**config.mk**
```make
export PLATFORM = sky130hd
export DESIGN_NAME = mie_executor
export DESIGN_NICKNAME = d
export VERILOG_FILES = /design/src/mie_pkg.sv /design/src/mie_executor.sv
export SDC_FILE = /design/constraint.sdc
export NUM_CORES = 1
export LEC_CHECK = 0
export BUFFER_PORTS_ARGS = -buffer_cell sky130_fd_sc_hd__buf_2
export CAP_MARGIN = 20
export CELL_PAD_IN_SITES_DETAIL_PLACEMENT = 0
export CELL_PAD_IN_SITES_GLOBAL_PLACEMENT = 1
export CORE_ASPECT_RATIO = 0.9
export CORE_UTILIZATION = 47
export DETAILED_ROUTE_END_ITERATION = 10
export PLACE_DENSITY_LB_ADDON = 0.1
export REMOVE_ABC_BUFFERS = 1
export SETUP_SLACK_MARGIN = 0.3
export SYNTH_ARGS = -nofsm -noshare
export SYNTH_HDL_FRONTEND = slang
export SYNTH_SLANG_ARGS = --single-unit
```
**constraint.sdc**
```tcl
create_clock -name clock -period 5.9 [get_ports clock]
set_clock_uncertainty 0.2 [all_clocks]
set_input_delay 1.18 -clock clock [delete_from_list [all_inputs] [get_ports clock]]
set_output_delay 1.18 -clock clock [all_outputs]
set_load 0.02 [all_outputs]
```
**src/mie_pkg.sv**
```systemverilog
// Purpose: shared constants, opcodes and state layout of the executor
// Assumes: 18-bit program words, 11-bit program addresses, 8-bit data
// Notes: opcode field and table pointer layout are local choices
package mie_pkg;
   localparam int OP_HI = 17; // opcode field top bit
   localparam int OP_LO = 12; // opcode field bottom bit
   localparam int BIT_HI = 10; // bit select top bit
   localparam int BIT_LO = 8; // bit select bottom bit
   localparam int PW = 11; // program address width
   localparam logic [10:0] RESET_VECTOR = 11'h000; // first fetch address
   localparam logic [10:0] IRQ_VECTOR = 11'h004; // interrupt entry address
   localparam logic [10:0] PC_STEP = 11'h001; // program counter increment
   localparam logic [2:0] SP_STEP = 3'h1; // stack pointer step
   localparam logic [2:0] LAST_PAGE = 3'h7; // page used by final page fetch
   localparam logic [7:0] PC_LOW_ADDR = 8'h06; // data address of pc low byte
   localparam logic [3:0] BCD_MAX = 4'h9; // largest decimal digit
   localparam logic [7:0] ADJ_NONE = 8'h00; // no decimal correction
   localparam logic [7:0] ADJ_LOW = 8'h06; // low digit correction
   localparam logic [7:0] ADJ_HIGH = 8'h60; // high digit correction
   localparam logic [7:0] ADJ_BOTH = 8'h66; // both digits corrected
   localparam logic [7:0] ZERO_BYTE = 8'h00; // all bits clear
   localparam logic [7:0] ONES_BYTE = 8'hFF; // all bits set
   localparam logic [7:0] ONE_BYTE = 8'h01; // unit step
   localparam logic [1:0] REG_STATUS = 2'h0; // flags, read only
   localparam logic [1:0] REG_WORK = 2'h1; // working register, read only
   localparam logic [1:0] REG_CONTROL = 2'h2; // run control, read/write
   localparam logic [1:0] REG_PC_LOW = 2'h3; // fetch address low byte
   localparam int CTRL_RUN_BIT = 0; // core advances while set
   localparam logic CTRL_RUN_RESET = 1'b1; // core runs out of reset

   // opcode set, encoded by position
   typedef enum logic [5:0] {
      op_nop, op_move_m_to_w, op_move_w_to_m, op_move_imm, op_bit_clear,
      op_bit_set, op_unconditional_branch, op_skip_zero,
      op_zero_test_skip_transfer, op_bit_clear_skip, op_bit_set_skip,
      op_increment_skip_zero, op_decrement_skip_zero, op_increment_skip_zero_w,
      op_decrement_skip_zero_w, op_call, op_return, op_return_imm,
      op_interrupt_return, op_table_fetch_current_page,
      op_table_fetch_final_page, op_clear_byte, op_set_byte, op_watchdog_clear,
      op_swap, op_swap_w, op_halt, op_add_carry, op_add_carry_to_memory,
      op_add_m, op_add_to_memory, op_add_imm, op_and_m, op_and_to_memory,
      op_and_imm, op_invert_byte, op_invert_byte_w, op_decimal_adjust
   } mie_op_t;

   // whole state of the executor
   typedef struct packed {
      logic [17:0] ir; // instruction being executed
      logic ir_valid; // low marks a dummy cycle
      logic [10:0] ir_pc; // address of ir
      logic [10:0] pc; // fetch address
      logic [7:0] data_raddr; // data read address
      logic data_we; // data write strobe
      logic [7:0] data_waddr; // data write address
      logic [7:0] data_wdata; // data write value
      logic [7:0] working_register;
      logic carry;
      logic nibble_carry_bit;
      logic zero_flag;
      logic signed_range_exceeded;
      logic timeout_flag;
      logic powerdown_flag;
      logic global_interrupt_enable;
      logic [7:0] table_high_byte;
      logic tab_wait; // second cycle of a table fetch
      logic [7:0] tab_dest; // data address for table low part
      logic [7:0][10:0] stack; // return addresses
      logic [2:0] sp; // next free stack slot
      logic halted; // power-down state
      logic wdt_clear; // watchdog clear pulse
      logic irq_ack; // interrupt entry pulse
      logic run; // control register run bit
      logic [7:0] reg_rdata; // register port read data
   } mie_state_t;
endpackage

```
**src/mie_executor.sv**
```systemverilog
// Purpose: executes fetched instructions against program and data memory
// Assumes: both memories read without a clock; writes land on the next edge
// Notes: one instruction per cycle, dummy cycle after flush
// Functional notes
// - taken skip costs two cycles, else one
// - writing pc low byte costs two cycles
// - branch, call, returns: two cycles, flags kept
// - table fetch splits word, two cycles
// - watchdog clear resets counter, clears powerdown, clears timeout unless a timeout arrives that cycle
// - halt stops core, sets powerdown, clears timeout unless a timeout arrives that cycle
// - add with carry updates four flags
// - plain add updates four flags
// - logical and updates only zero flag
// - call pushes next address, jumps to target
// - byte clear writes zero, flags kept
// - bit clear touches only selected bit
// - invert byte to memory or working register
// - decimal adjust corrects digits above nine
// - decimal adjust changes only carry
// - moves take one cycle, flags kept
// - bit test skips on zero or set
// - step by one, skip on zero result
// - zero test copies byte, skips on zero
// - nibble swap, flags kept
// - interrupt return pops and enables interrupts
`timescale 1ns/10ps
module mie_executor
   import mie_pkg::*;
(
   input wire logic clock,
   input wire logic rst_n,
   output logic [10:0] prog_addr,
   input wire logic [17:0] prog_data,
   output logic [7:0] data_raddr,
   input wire logic [7:0] data_rdata,
   output logic data_we,
   output logic [7:0] data_waddr,
   output logic [7:0] data_wdata,
   output logic [7:0] table_high_byte,
   output logic wdt_clear,
   input wire logic wdt_timeout,
   output logic timeout_flag,
   output logic powerdown_flag,
   output logic core_halted,
   input wire logic wake_event,
   input wire logic irq_req,
   output logic irq_ack,
   input wire logic [1:0] reg_addr,
   input wire logic [7:0] reg_wdata,
   input wire logic reg_write,
   input wire logic reg_read,
   output logic [7:0] reg_rdata
);
   mie_state_t st; // registered state
   mie_state_t next_st; // next state
   mie_op_t op; // opcode of ir
   logic go; // ir executes this cycle
   logic irq_take; // interrupt replaces ir
   logic [7:0] m; // data operand after forwarding
   logic [7:0] imm; // immediate operand
   logic [7:0] mask; // selected bit
   logic [10:0] sum; // {range, nibble, carry, byte}
   logic [7:0] res; // result byte
   logic [7:0] adj; // decimal correction
   logic wr_m; // result goes to data memory
   logic wr_w; // result goes to working register
   logic upd_z; // zero flag follows result
   logic upd_arith; // range, nibble and carry follow sum
   logic skip; // next instruction becomes dummy
   logic br; // load new fetch address
   logic [10:0] tgt; // new fetch address
   logic [2:0] sp_dec; // top of stack slot

   // one-hot mask of the selected bit
   function automatic logic [7:0] bit_mask(input logic [17:0] w);
      bit_mask = ONE_BYTE << w[BIT_HI:BIT_LO];
   endfunction

   // 8-bit add with carry in, returns flags above the sum
   function automatic logic [10:0] add8(input logic [7:0] a,
                                        input logic [7:0] b,
                                        input logic cin);
      logic [8:0] s;
      logic [4:0] h;
      s = {1'b0, a} + {1'b0, b} + {8'h00, cin};
      h = {1'b0, a[3:0]} + {1'b0, b[3:0]} + {4'h0, cin};
      add8 = {(a[7] == b[7]) && (s[7] != a[7]), h[4], s[8], s[7:0]};
   endfunction

   // state decode used by logic and checks
   assign op = mie_op_t'(st.ir[OP_HI:OP_LO]);
   assign irq_take = st.run && !st.halted && !st.tab_wait && st.ir_valid
                     && st.global_interrupt_enable && irq_req;
   assign go = st.run && !st.halted && !st.tab_wait && st.ir_valid && !irq_take;
   assign imm = st.ir[7:0];
   assign mask = bit_mask(st.ir);
   assign sp_dec = st.sp - SP_STEP;

   // operand: pc low byte, pending write, or memory
   always_comb begin
      if (st.data_raddr == PC_LOW_ADDR) begin
         m = st.ir_pc[7:0];
      end else if (st.data_we && st.data_waddr == st.data_raddr) begin
         m = st.data_wdata;
      end else begin
         m = data_rdata;
      end
   end

   // adder and decimal correction
   always_comb begin
      sum = add8(st.working_register, (op == op_add_imm) ? imm : m,
                 (op == op_add_carry || op == op_add_carry_to_memory)
                 ? st.carry : 1'b0);
      if ((st.working_register[3:0] > BCD_MAX || st.nibble_carry_bit)
          && (st.working_register[7:4] > BCD_MAX || st.carry)) begin
         adj = ADJ_BOTH;
      end else if (st.working_register[3:0] > BCD_MAX || st.nibble_carry_bit) begin
         adj = ADJ_LOW;
      end else if (st.working_register[7:4] > BCD_MAX || st.carry) begin
         adj = ADJ_HIGH;
      end else begin
         adj = ADJ_NONE;
      end
   end

   // next state
   always_comb begin
      next_st = st;
      next_st.data_we = 1'b0;
      next_st.wdt_clear = 1'b0;
      next_st.irq_ack = 1'b0;
      next_st.reg_rdata = ZERO_BYTE;
      res = ZERO_BYTE;
      wr_m = 1'b0;
      wr_w = 1'b0;
      upd_z = 1'b0;
      upd_arith = 1'b0;
      skip = 1'b0;
      br = 1'b0;
      tgt = st.pc;
      // register port
      if (reg_write && reg_addr == REG_CONTROL) begin
         next_st.run = reg_wdata[CTRL_RUN_BIT];
      end
      if (reg_read) begin
         case (reg_addr)
            REG_STATUS: begin
               next_st.reg_rdata = {st.halted, st.global_interrupt_enable,
                                    st.powerdown_flag, st.timeout_flag,
                                    st.signed_range_exceeded, st.zero_flag,
                                    st.nibble_carry_bit, st.carry};
            end
            REG_WORK: next_st.reg_rdata = st.working_register;
            REG_CONTROL: next_st.reg_rdata = {7'h00, st.run};
            REG_PC_LOW: next_st.reg_rdata = st.pc[7:0];
            default: next_st.reg_rdata = ZERO_BYTE;
         endcase
      end
      if (st.halted) begin
         // held until woken; data and registers kept
         if (wake_event) begin
            next_st.halted = 1'b0;
         end
      end else if (!st.run) begin
         // frozen by software
         next_st.halted = 1'b0;
      end else if (st.tab_wait) begin
         // table word is on prog_data; resume after held ir
         next_st.table_high_byte = prog_data[15:8];
         next_st.data_we = 1'b1;
         next_st.data_waddr = st.tab_dest;
         next_st.data_wdata = prog_data[7:0];
         next_st.pc = st.ir_pc + PC_STEP;
         next_st.tab_wait = 1'b0;
      end else begin
         // default fetch of the next word
         next_st.ir = prog_data;
         next_st.ir_valid = 1'b1;
         next_st.ir_pc = st.pc;
         next_st.pc = st.pc + PC_STEP;
         next_st.data_raddr = prog_data[7:0];
         if (irq_take) begin
            // re-run ir after the handler
            next_st.stack[st.sp] = st.ir_pc;
            next_st.sp = st.sp + SP_STEP;
            next_st.global_interrupt_enable = 1'b0;
            next_st.irq_ack = 1'b1;
            br = 1'b1;
            tgt = IRQ_VECTOR;
         end else if (st.ir_valid) begin
            case (op)
               op_move_m_to_w: begin
                  res = m;
                  wr_w = 1'b1;
               end
               op_move_w_to_m: begin
                  res = st.working_register;
                  wr_m = 1'b1;
               end
               op_move_imm: begin
                  res = imm;
                  wr_w = 1'b1;
               end
               op_bit_clear: begin
                  res = m & ~mask;
                  wr_m = 1'b1;
               end
               op_bit_set: begin
                  res = m | mask;
                  wr_m = 1'b1;
               end
               op_unconditional_branch: begin
                  br = 1'b1;
                  tgt = st.ir[PW-1:0];
               end
               op_skip_zero: skip = (m == ZERO_BYTE);
               op_zero_test_skip_transfer: begin
                  res = m;
                  wr_w = 1'b1;
                  skip = (m == ZERO_BYTE);
               end
               op_bit_clear_skip: skip = ((m & mask) == ZERO_BYTE);
               op_bit_set_skip: skip = ((m & mask) != ZERO_BYTE);
               op_increment_skip_zero, op_increment_skip_zero_w: begin
                  res = m + ONE_BYTE;
                  wr_m = (op == op_increment_skip_zero);
                  wr_w = !wr_m;
                  skip = (res == ZERO_BYTE);
               end
               op_decrement_skip_zero, op_decrement_skip_zero_w: begin
                  res = m - ONE_BYTE;
                  wr_m = (op == op_decrement_skip_zero);
                  wr_w = !wr_m;
                  skip = (res == ZERO_BYTE);
               end
               op_call: begin
                  next_st.stack[st.sp] = st.ir_pc + PC_STEP;
                  next_st.sp = st.sp + SP_STEP;
                  br = 1'b1;
                  tgt = st.ir[PW-1:0];
               end
               op_return, op_return_imm, op_interrupt_return: begin
                  next_st.sp = sp_dec;
                  br = 1'b1;
                  tgt = st.stack[sp_dec];
                  res = imm;
                  wr_w = (op == op_return_imm);
                  if (op == op_interrupt_return) begin
                     next_st.global_interrupt_enable = 1'b1;
                  end
               end
               op_table_fetch_current_page, op_table_fetch_final_page: begin
                  // fetched word is held in ir while the table word is read
                  next_st.pc = {(op == op_table_fetch_final_page) ? LAST_PAGE
                                : st.ir_pc[PW-1:8], st.working_register};
                  next_st.tab_wait = 1'b1;
                  next_st.tab_dest = st.data_raddr;
               end
               op_clear_byte: begin
                  res = ZERO_BYTE;
                  wr_m = 1'b1;
               end
               op_set_byte: begin
                  res = ONES_BYTE;
                  wr_m = 1'b1;
               end
               op_watchdog_clear: begin
                  next_st.wdt_clear = 1'b1;
                  next_st.timeout_flag = 1'b0;
                  next_st.powerdown_flag = 1'b0;
               end
               op_swap, op_swap_w: begin
                  res = {m[3:0], m[7:4]};
                  wr_m = (op == op_swap);
                  wr_w = !wr_m;
               end
               op_halt: begin
                  next_st.halted = 1'b1;
                  next_st.wdt_clear = 1'b1;
                  next_st.powerdown_flag = 1'b1;
                  next_st.timeout_flag = 1'b0;
               end
               op_add_carry, op_add_carry_to_memory: begin
                  res = sum[7:0];
                  wr_m = (op == op_add_carry_to_memory);
                  wr_w = !wr_m;
                  upd_arith = 1'b1;
                  upd_z = 1'b1;
               end
               op_add_m, op_add_to_memory, op_add_imm: begin
                  res = sum[7:0];
                  wr_m = (op == op_add_to_memory);
                  wr_w = !wr_m;
                  upd_arith = 1'b1;
                  upd_z = 1'b1;
               end
               op_and_m, op_and_to_memory, op_and_imm: begin
                  res = st.working_register & ((op == op_and_imm) ? imm : m);
                  wr_m = (op == op_and_to_memory);
                  wr_w = !wr_m;
                  upd_z = 1'b1;
               end
               op_invert_byte, op_invert_byte_w: begin
                  res = ~m;
                  wr_m = (op == op_invert_byte);
                  wr_w = !wr_m;
                  upd_z = 1'b1;
               end
               op_decimal_adjust: begin
                  res = st.working_register + adj;
                  wr_m = 1'b1;
                  next_st.carry = st.carry || adj[7:4] != 4'h0;
               end
               default: res = ZERO_BYTE;
            endcase
         end
         // common write-back
         if (wr_w) begin
            next_st.working_register = res;
         end
         if (upd_z) begin
            next_st.zero_flag = (res == ZERO_BYTE);
         end
         if (upd_arith) begin
            next_st.signed_range_exceeded = sum[10];
            next_st.nibble_carry_bit = sum[9];
            next_st.carry = sum[8];
         end
         if (wr_m && st.data_raddr == PC_LOW_ADDR) begin
            br = 1'b1;
            tgt = {st.ir_pc[PW-1:8], res};
         end else if (wr_m) begin
            next_st.data_we = 1'b1;
            next_st.data_waddr = st.data_raddr;
            next_st.data_wdata = res;
         end
         if (skip) begin
            next_st.ir_valid = 1'b0;
         end
         if (br) begin
            next_st.pc = tgt;
            next_st.ir_valid = 1'b0;
         end
      end
      // a timeout in the clearing cycle still sets the flag
      if (wdt_timeout) begin
         next_st.timeout_flag = 1'b1;
      end
   end

   // state register
   always_ff @(posedge clock or negedge rst_n) begin
      if (!rst_n) begin
         st <= '0;
         st.pc <= RESET_VECTOR;
         st.run <= CTRL_RUN_RESET;
      end else begin
         st <= next_st;
      end
   end

   // outputs come straight from state
   assign prog_addr = st.pc;
   assign data_raddr = st.data_raddr;
   assign data_we = st.data_we;
   assign data_waddr = st.data_waddr;
   assign data_wdata = st.data_wdata;
   assign table_high_byte = st.table_high_byte;
   assign wdt_clear = st.wdt_clear;
   assign timeout_flag = st.timeout_flag;
   assign powerdown_flag = st.powerdown_flag;
   assign core_halted = st.halted;
   assign irq_ack = st.irq_ack;
   assign reg_rdata = st.reg_rdata;
endmodule

```
=== Word-level counts from Yosys, hierarchy flattened ===
Cells that the tools add are included.

* Order comparisons: 5
* Multiplexer cells: 109
* Add/sub/neg operators: 11
* Eq/ne operators: 51
* Shift-type cells: 1
* Reductions and logical operators: 78
* Bitwise operators: 9

{| class="wikitable"
|+ Operator list
! cell !! number
|-
| 2-to-1 mux 140 bit || 2
|-
| 2-to-1 mux 102 bit || 2
|-
| bitwise mux 88 bit || 2
|-
| 2-to-1 mux 11 bit || 10
|-
| one-hot mux 8 bit (13 select lines) || 1
|-
| == test 6 x 5 -> 1 bit (second input constant) || 16
|-
| 2-to-1 mux 8 bit || 12
|-
| 2-to-1 mux 91 bit || 1
|-
| 2-to-1 mux 88 bit || 1
|-
| 2-to-1 mux 1 bit || 53
|-
| 2-to-1 mux 17 bit || 3
|-
| == test 6 x 4 -> 1 bit (second input constant) || 8
|-
| zero test 8 bit || 5
|-
| == test 6 bit (second input constant) || 6
|-
| binary-select mux 11 bit (select 3 bit) || 1
|-
| demux 11 bit (select 3 bit) || 1
|-
| one-hot mux 8 bit (4 select lines) || 1
|-
| AND reduction 6 bit || 5
|-
| bitwise AND 8 bit || 3
|-
| == test 6 x 3 -> 1 bit (second input constant) || 4
|-
| adder 11 x 1 -> 11 bit (second input constant) || 2
|-
| one-hot mux 11 bit (2 select lines) || 1
|-
| 2-to-1 mux 7 bit || 3
|-
| AND reduction 4 bit || 5
|-
| 54 further kinds || 116
|}

* Output and inout port bits: 57
* Register bits: 201
* Bits of input ports: 43
* Word-level logic and storage cells: 297

=== Longest topological paths before layout ===
* Word-level depth: 19
* Gate-level depth with buffers: 21
* Mapped depth without buffers: 19

=== Least setup slack after synthesis ===
OpenSTA, ideal clock, no wires.

* Kind: input to register
* From: input port data_rdata[0]
* To: register st[124] (netlist bit)
* Setup time: 0.110 ns
* Stages: 17
* Data required time: 5.590 ns
* Buffers on the path: 0
* Path slack: 1.177 ns
* Arrival time: 4.413 ns
* Cells stage by stage: o31ai_1 -> a31oi_2 -> inv_2 -> o21ai_0 -> fa_1 -> inv_1 -> fa_1 -> nor2b_1 -> o21ai_0 -> nand2b_1 -> a31oi_1 -> xnor2_1 -> a221oi_1 -> o211ai_1 -> o31ai_2 -> o21ai_0 -> o41ai_1

* Longest elaborated chain between the ends: 12
* Elaborated cells between the ends (all ways): 19
* Classes of those cells: 4 x add/sub; 10 x mux; 4 x bitwise; 1 x reduce/logical

{| class="wikitable"
|+ RTL lines
! item !! line !! RTL
|-
| start: declaration || mie_executor.sv:35 || <nowiki>input wire logic [7:0] data_rdata,</nowiki>
|-
| 2-to-1 mux 8 bit * || mie_executor.sv:103 || <nowiki>end else if (st.data_we && st.data_waddr == st.data_raddr) begin</nowiki>
|-
| 2-to-1 mux 8 bit * || mie_executor.sv:101 || <nowiki>if (st.data_raddr == PC_LOW_ADDR) begin</nowiki>
|-
| 2-to-1 mux 8 bit || mie_executor.sv:112 || <nowiki>sum = add8(st.working_register, (op == op_add_imm) ? imm : m,</nowiki>
|-
| adder 8 x 8 -> 9 bit || mie_executor.sv:85 || <nowiki>s = {1'b0, a} + {1'b0, b} + {8'h00, cin};</nowiki>
|-
| adder 9 x 1 -> 9 bit || mie_executor.sv:85 ||
|-
| one-hot mux 8 bit (13 select lines) * || mie_executor.sv:192 || <nowiki>case (op)</nowiki>
|-
| 2-to-1 mux 8 bit * || mie_executor.sv:191 || <nowiki>end else if (st.ir_valid) begin</nowiki>
|-
| 2-to-1 mux 8 bit * || mie_executor.sv:183 || <nowiki>if (irq_take) begin</nowiki>
|-
| 2-to-1 mux 8 bit * || mie_executor.sv:168 || <nowiki>end else if (st.tab_wait) begin</nowiki>
|-
| 2-to-1 mux 8 bit * || mie_executor.sv:165 || <nowiki>end else if (!st.run) begin</nowiki>
|-
| 2-to-1 mux 8 bit * || mie_executor.sv:160 || <nowiki>if (st.halted) begin</nowiki>
|-
| zero test 8 bit * || mie_executor.sv:323 || <nowiki>next_st.zero_flag = (res == ZERO_BYTE);</nowiki>
|-
| end signal: assignment || mie_executor.sv:359 || <nowiki>st <= next_st;</nowiki>
|-
| end: declaration || mie_executor.sv:54 || <nowiki>mie_state_t st;</nowiki>
|}

Mark *: on every way between the ends. The rest lies on a longest branch, timed or not. The select of a mux whose other input is x is not followed.
A chain may end at the register's enable or synchronous reset.

=== Worst setup path in the final report ===
* From: register st (netlist bit imm[1])
* To: register st[124] (netlist bit)

* Longest elaborated chain between the ends: 10
* Elaborated cells between the ends (all ways): 12
* Classes of those cells: 2 x add/sub; 8 x mux; 1 x bitwise; 1 x reduce/logical

{| class="wikitable"
|+ RTL lines
! item !! line
|-
| 2-to-1 mux 8 bit || mie_executor.sv:112
|-
| adder 8 x 8 -> 9 bit || mie_executor.sv:85
|-
| adder 9 x 1 -> 9 bit || mie_executor.sv:85
|-
| one-hot mux 8 bit (13 select lines) * || mie_executor.sv:192
|-
| 2-to-1 mux 8 bit * || mie_executor.sv:191
|-
| 2-to-1 mux 8 bit * || mie_executor.sv:183
|-
| 2-to-1 mux 8 bit * || mie_executor.sv:168
|-
| 2-to-1 mux 8 bit * || mie_executor.sv:165
|-
| 2-to-1 mux 8 bit * || mie_executor.sv:160
|-
| zero test 8 bit * || mie_executor.sv:323
|}

Marked as above.

==> flow_summary.ini <==
[critical_path]
critical_path_class = register to register
startpoint = imm[1]
crit_required_ns = 6.03
timing.rr.end = st[124]
crit_end = st[124]
worstPathMaxFanout = 10
ff2ff_path_depth = 20
start_kind = register
end_kind = register
r2r_setup_slack_ns = 0.79
crit_arrival_ns = 5.24
reg2reg_from = imm[1]

[logic_synthesis]
ys.flop_type = dfrtp_1
syn_area_um2 = 12400
synth_edf_count = 0
syn_inst = 1393
synth.area.top_cells = dfrtp_1 (39%), nand2_1 (7.4%), o21ai_0 (4.9%)
synth_seq_area_share_pct = 38.7
ys_warn_count = 0
post-synth-top-area-cell = dfrtp_1
ys_async_sr_fraction_pct = 100
synth_top_area_share_pct = 38.5
avgSynthCellArea_um2 = 8.90
ys_seq_elements = 192
ys_types = 79

[die]
rows = 56
start_util_pct = 47.7
dieArea_um2 = 27000
die_w_um = 173
die_h_um = 156
pin_count = 100
core-area_um2 = 26000

[sta]
setup-violations-final = 0
max_freq_mhz = 196
period_share_pct = 86.6
tns_ns = 0
hold_viol_final = 0
period_needed_ns = 5.11
rsz0062_at_grt = false
worstMarginPinSlew_ns = 1.19
slew_headroom_pct = 20.2
slew_viol_final = 0

[cts]
cts_tree = yes
cts_max_level = 4
clock_latency_ns = 0.45
root_buffer = clkbuf_16
cts_buffers = 17
clkTransAtPathRegs_ns = 0.09
hold_buffers = 0
clockBufferDepth = 2
numClockSinks = 192

[worst_hold_path]
hold_path.class = register to register

[global_route]
track_usage_pct = 29.8
grt_max_degree = 108
grt-ovfl-total = 0
grt_first_pass_wirelength_mm = 61.3
grt_pass1_vias = 9986
antenna_found_initial = 0

[drt]
post_drt_wl_per_cell_um = 22.6
num_vias = 10700
antenna_left = 0
routed_wl_mm = 39.7
drc = 0
drt_iter0_drc = 988
first_pass_iters = 5
avgViaCountPerCell = 6.08

[flow_run]
maxCapViolCount = 0

[power_and_ir_drop]
ir_worst_vdd_mv = 0.255
p_per_area_nw_per_um2 = 504
p_leak_uw = 0.00598
fin_total_pwr_uw = 6800

[placed_design]
detailed_place.area_um2 = 12800
portBuffers = 92
dp_hpwl_mm = 27.9
routabilityCongestion = 0.906

[cells_and_area]
layout-drive-gt1-share_pct = 19.7
layout.nets = 1461
final_area_um2 = 13500
area_growth_syn_to_layout_pct = 8.78
antenna_cells = 0

[status]
status = complete, no violations
[stage by stage]
stage	instances	hold slack (ns)	worst slack [ns]	util [%]
after global placement	1719	0.254	0.870	49.4
after floorplan	1239	0.243	0.878	-
after CTS	1751	0.276	0.661	51.8
after global routing	1756	0.310	0.327	51.9
after detailed placement	1719	0.258	0.700	49.4
final	1756	0.276	0.790	51.9
[power by group]
group | total [µW] | switching, µW | internal [µW] | leakage, µW
clock | 1200 | 626 | 579 | 0.000293
combinational | 3210 | 1920 | 1290 | 0.00320
sequential | 2390 | 610 | 1780 | 0.00248
total | 6800 | 3150 | 3650 | 0.00598
[cells by family after synthesis]
group                      count (synthesis)  share of synthesized area, %
adders and majority gates                 23                          2.50
muxes                                     99                          11.0
xor gates and xnor gates                  49                          3.76
buffers and inverters                    175                          7.11
AOI/OAI and AO/OA                        353                          18.2
and+or+nand+nor                          502                          18.7
DFF                                      192                          38.7
[layout by cell type (no fill, tap or decap), types with 5 or more instances in the layout]
cell type / instances
a211oi_1: 10
a21o_1: 8
a21oi_1: 70
a221oi_1: 7
a22oi_1: 36
a31oi_1: 13
and2_1: 20
and3_1: 10
buf_2: 91
buf_4: 43
clkbuf_16: 17
clkinv_8: 7
dfrtp_1: 191
ha_1: 20
inv_1: 17
inv_6: 5
mux2_2: 52
mux2i_1: 22
mux4_2: 25
nand2_1: 244
nand2b_1: 14
nand3_1: 30
nand3b_1: 5
nand4_1: 21
nor2_1: 86
nor2b_1: 11
nor3_1: 20
nor3b_1: 5
nor4_1: 9
o211ai_1: 6
o21ai_0: 120
o22ai_1: 6
o31ai_1: 15
or3_1: 6
xnor2_1: 32
xnor2_2: 5
xor2_1: 12
[worst max-delay path, stage by stage, from the launching register on]
cell and delay [ns]:
dfrtp_1 0.69, xnor2_2 0.21, and4_1 0.37, nand4_1 0.15, a31oi_2 0.27, inv_2 0.14, o21ai_0 0.21, fa_1 0.25
inv_1 0.07, fa_1 0.42, nor2b_1 0.12, o21ai_0 0.08, nand2b_1 0.14, a31oi_1 0.14, xnor2_1 0.16, a221oi_1 0.29
o211ai_1 0.17, o31ai_2 0.28, buf_4 0.19, o21ai_0 0.10, o41ai_1 0.35
[area by class of cell]
class                      count  area (µm²)
tap                          348         435
fill                        2506       12500
sequential                   192        4810
timing repair buffer         137         820
multi-input combinational   1026        6740
clock buffer                  18         429
inverter                      21        78.8
clock inverter                14         183
[layer usage]
layer / vias up / global-route usage, % / routed length [µm]
met2: 403 / 46.7 / 18100
li1: 4942 / - / -
met1: 5280 / 42.9 / 18300
met4: 0 / 8.98 / 799
met5: - / 0 / 0
met3: 60 / 4.02 / 2530
[Yosys cell counts, types with 25 or more instances]
cell	n
xnor2_1	32
nand3_1	30
nor2_1	88
o21ai_0	121
mux2_2	52
clkbuf_1	79
a21oi_1	70
mux4_2	25
a22oi_1	36
buf_4	54
nand2_1	244
dfrtp_1	191
[how the worst min path moves through the flow]
stage | startpoint | to | slack, ns | depth (start not counted)
final | table_high_byte[4] | table_high_byte[4] | 0.28 | 2
after global routing | table_high_byte[2] | table_high_byte[2] | 0.31 | 2
after CTS | table_high_byte[1] | table_high_byte[1] | 0.28 | 2
after detailed placement | table_high_byte[1] | table_high_byte[1] | 0.26 | 2
after global placement | table_high_byte[4] | table_high_byte[4] | 0.25 | 2
after floorplan | st[124] | st[124] | 0.24 | 2
[repair_timing]
action | in CTS | in global routing
gates resized for setup | 0 | 0
setup endpoints to repair | 0 | 3
buffers inserted | 0 | 4
(Power assumes the default switching activity.)
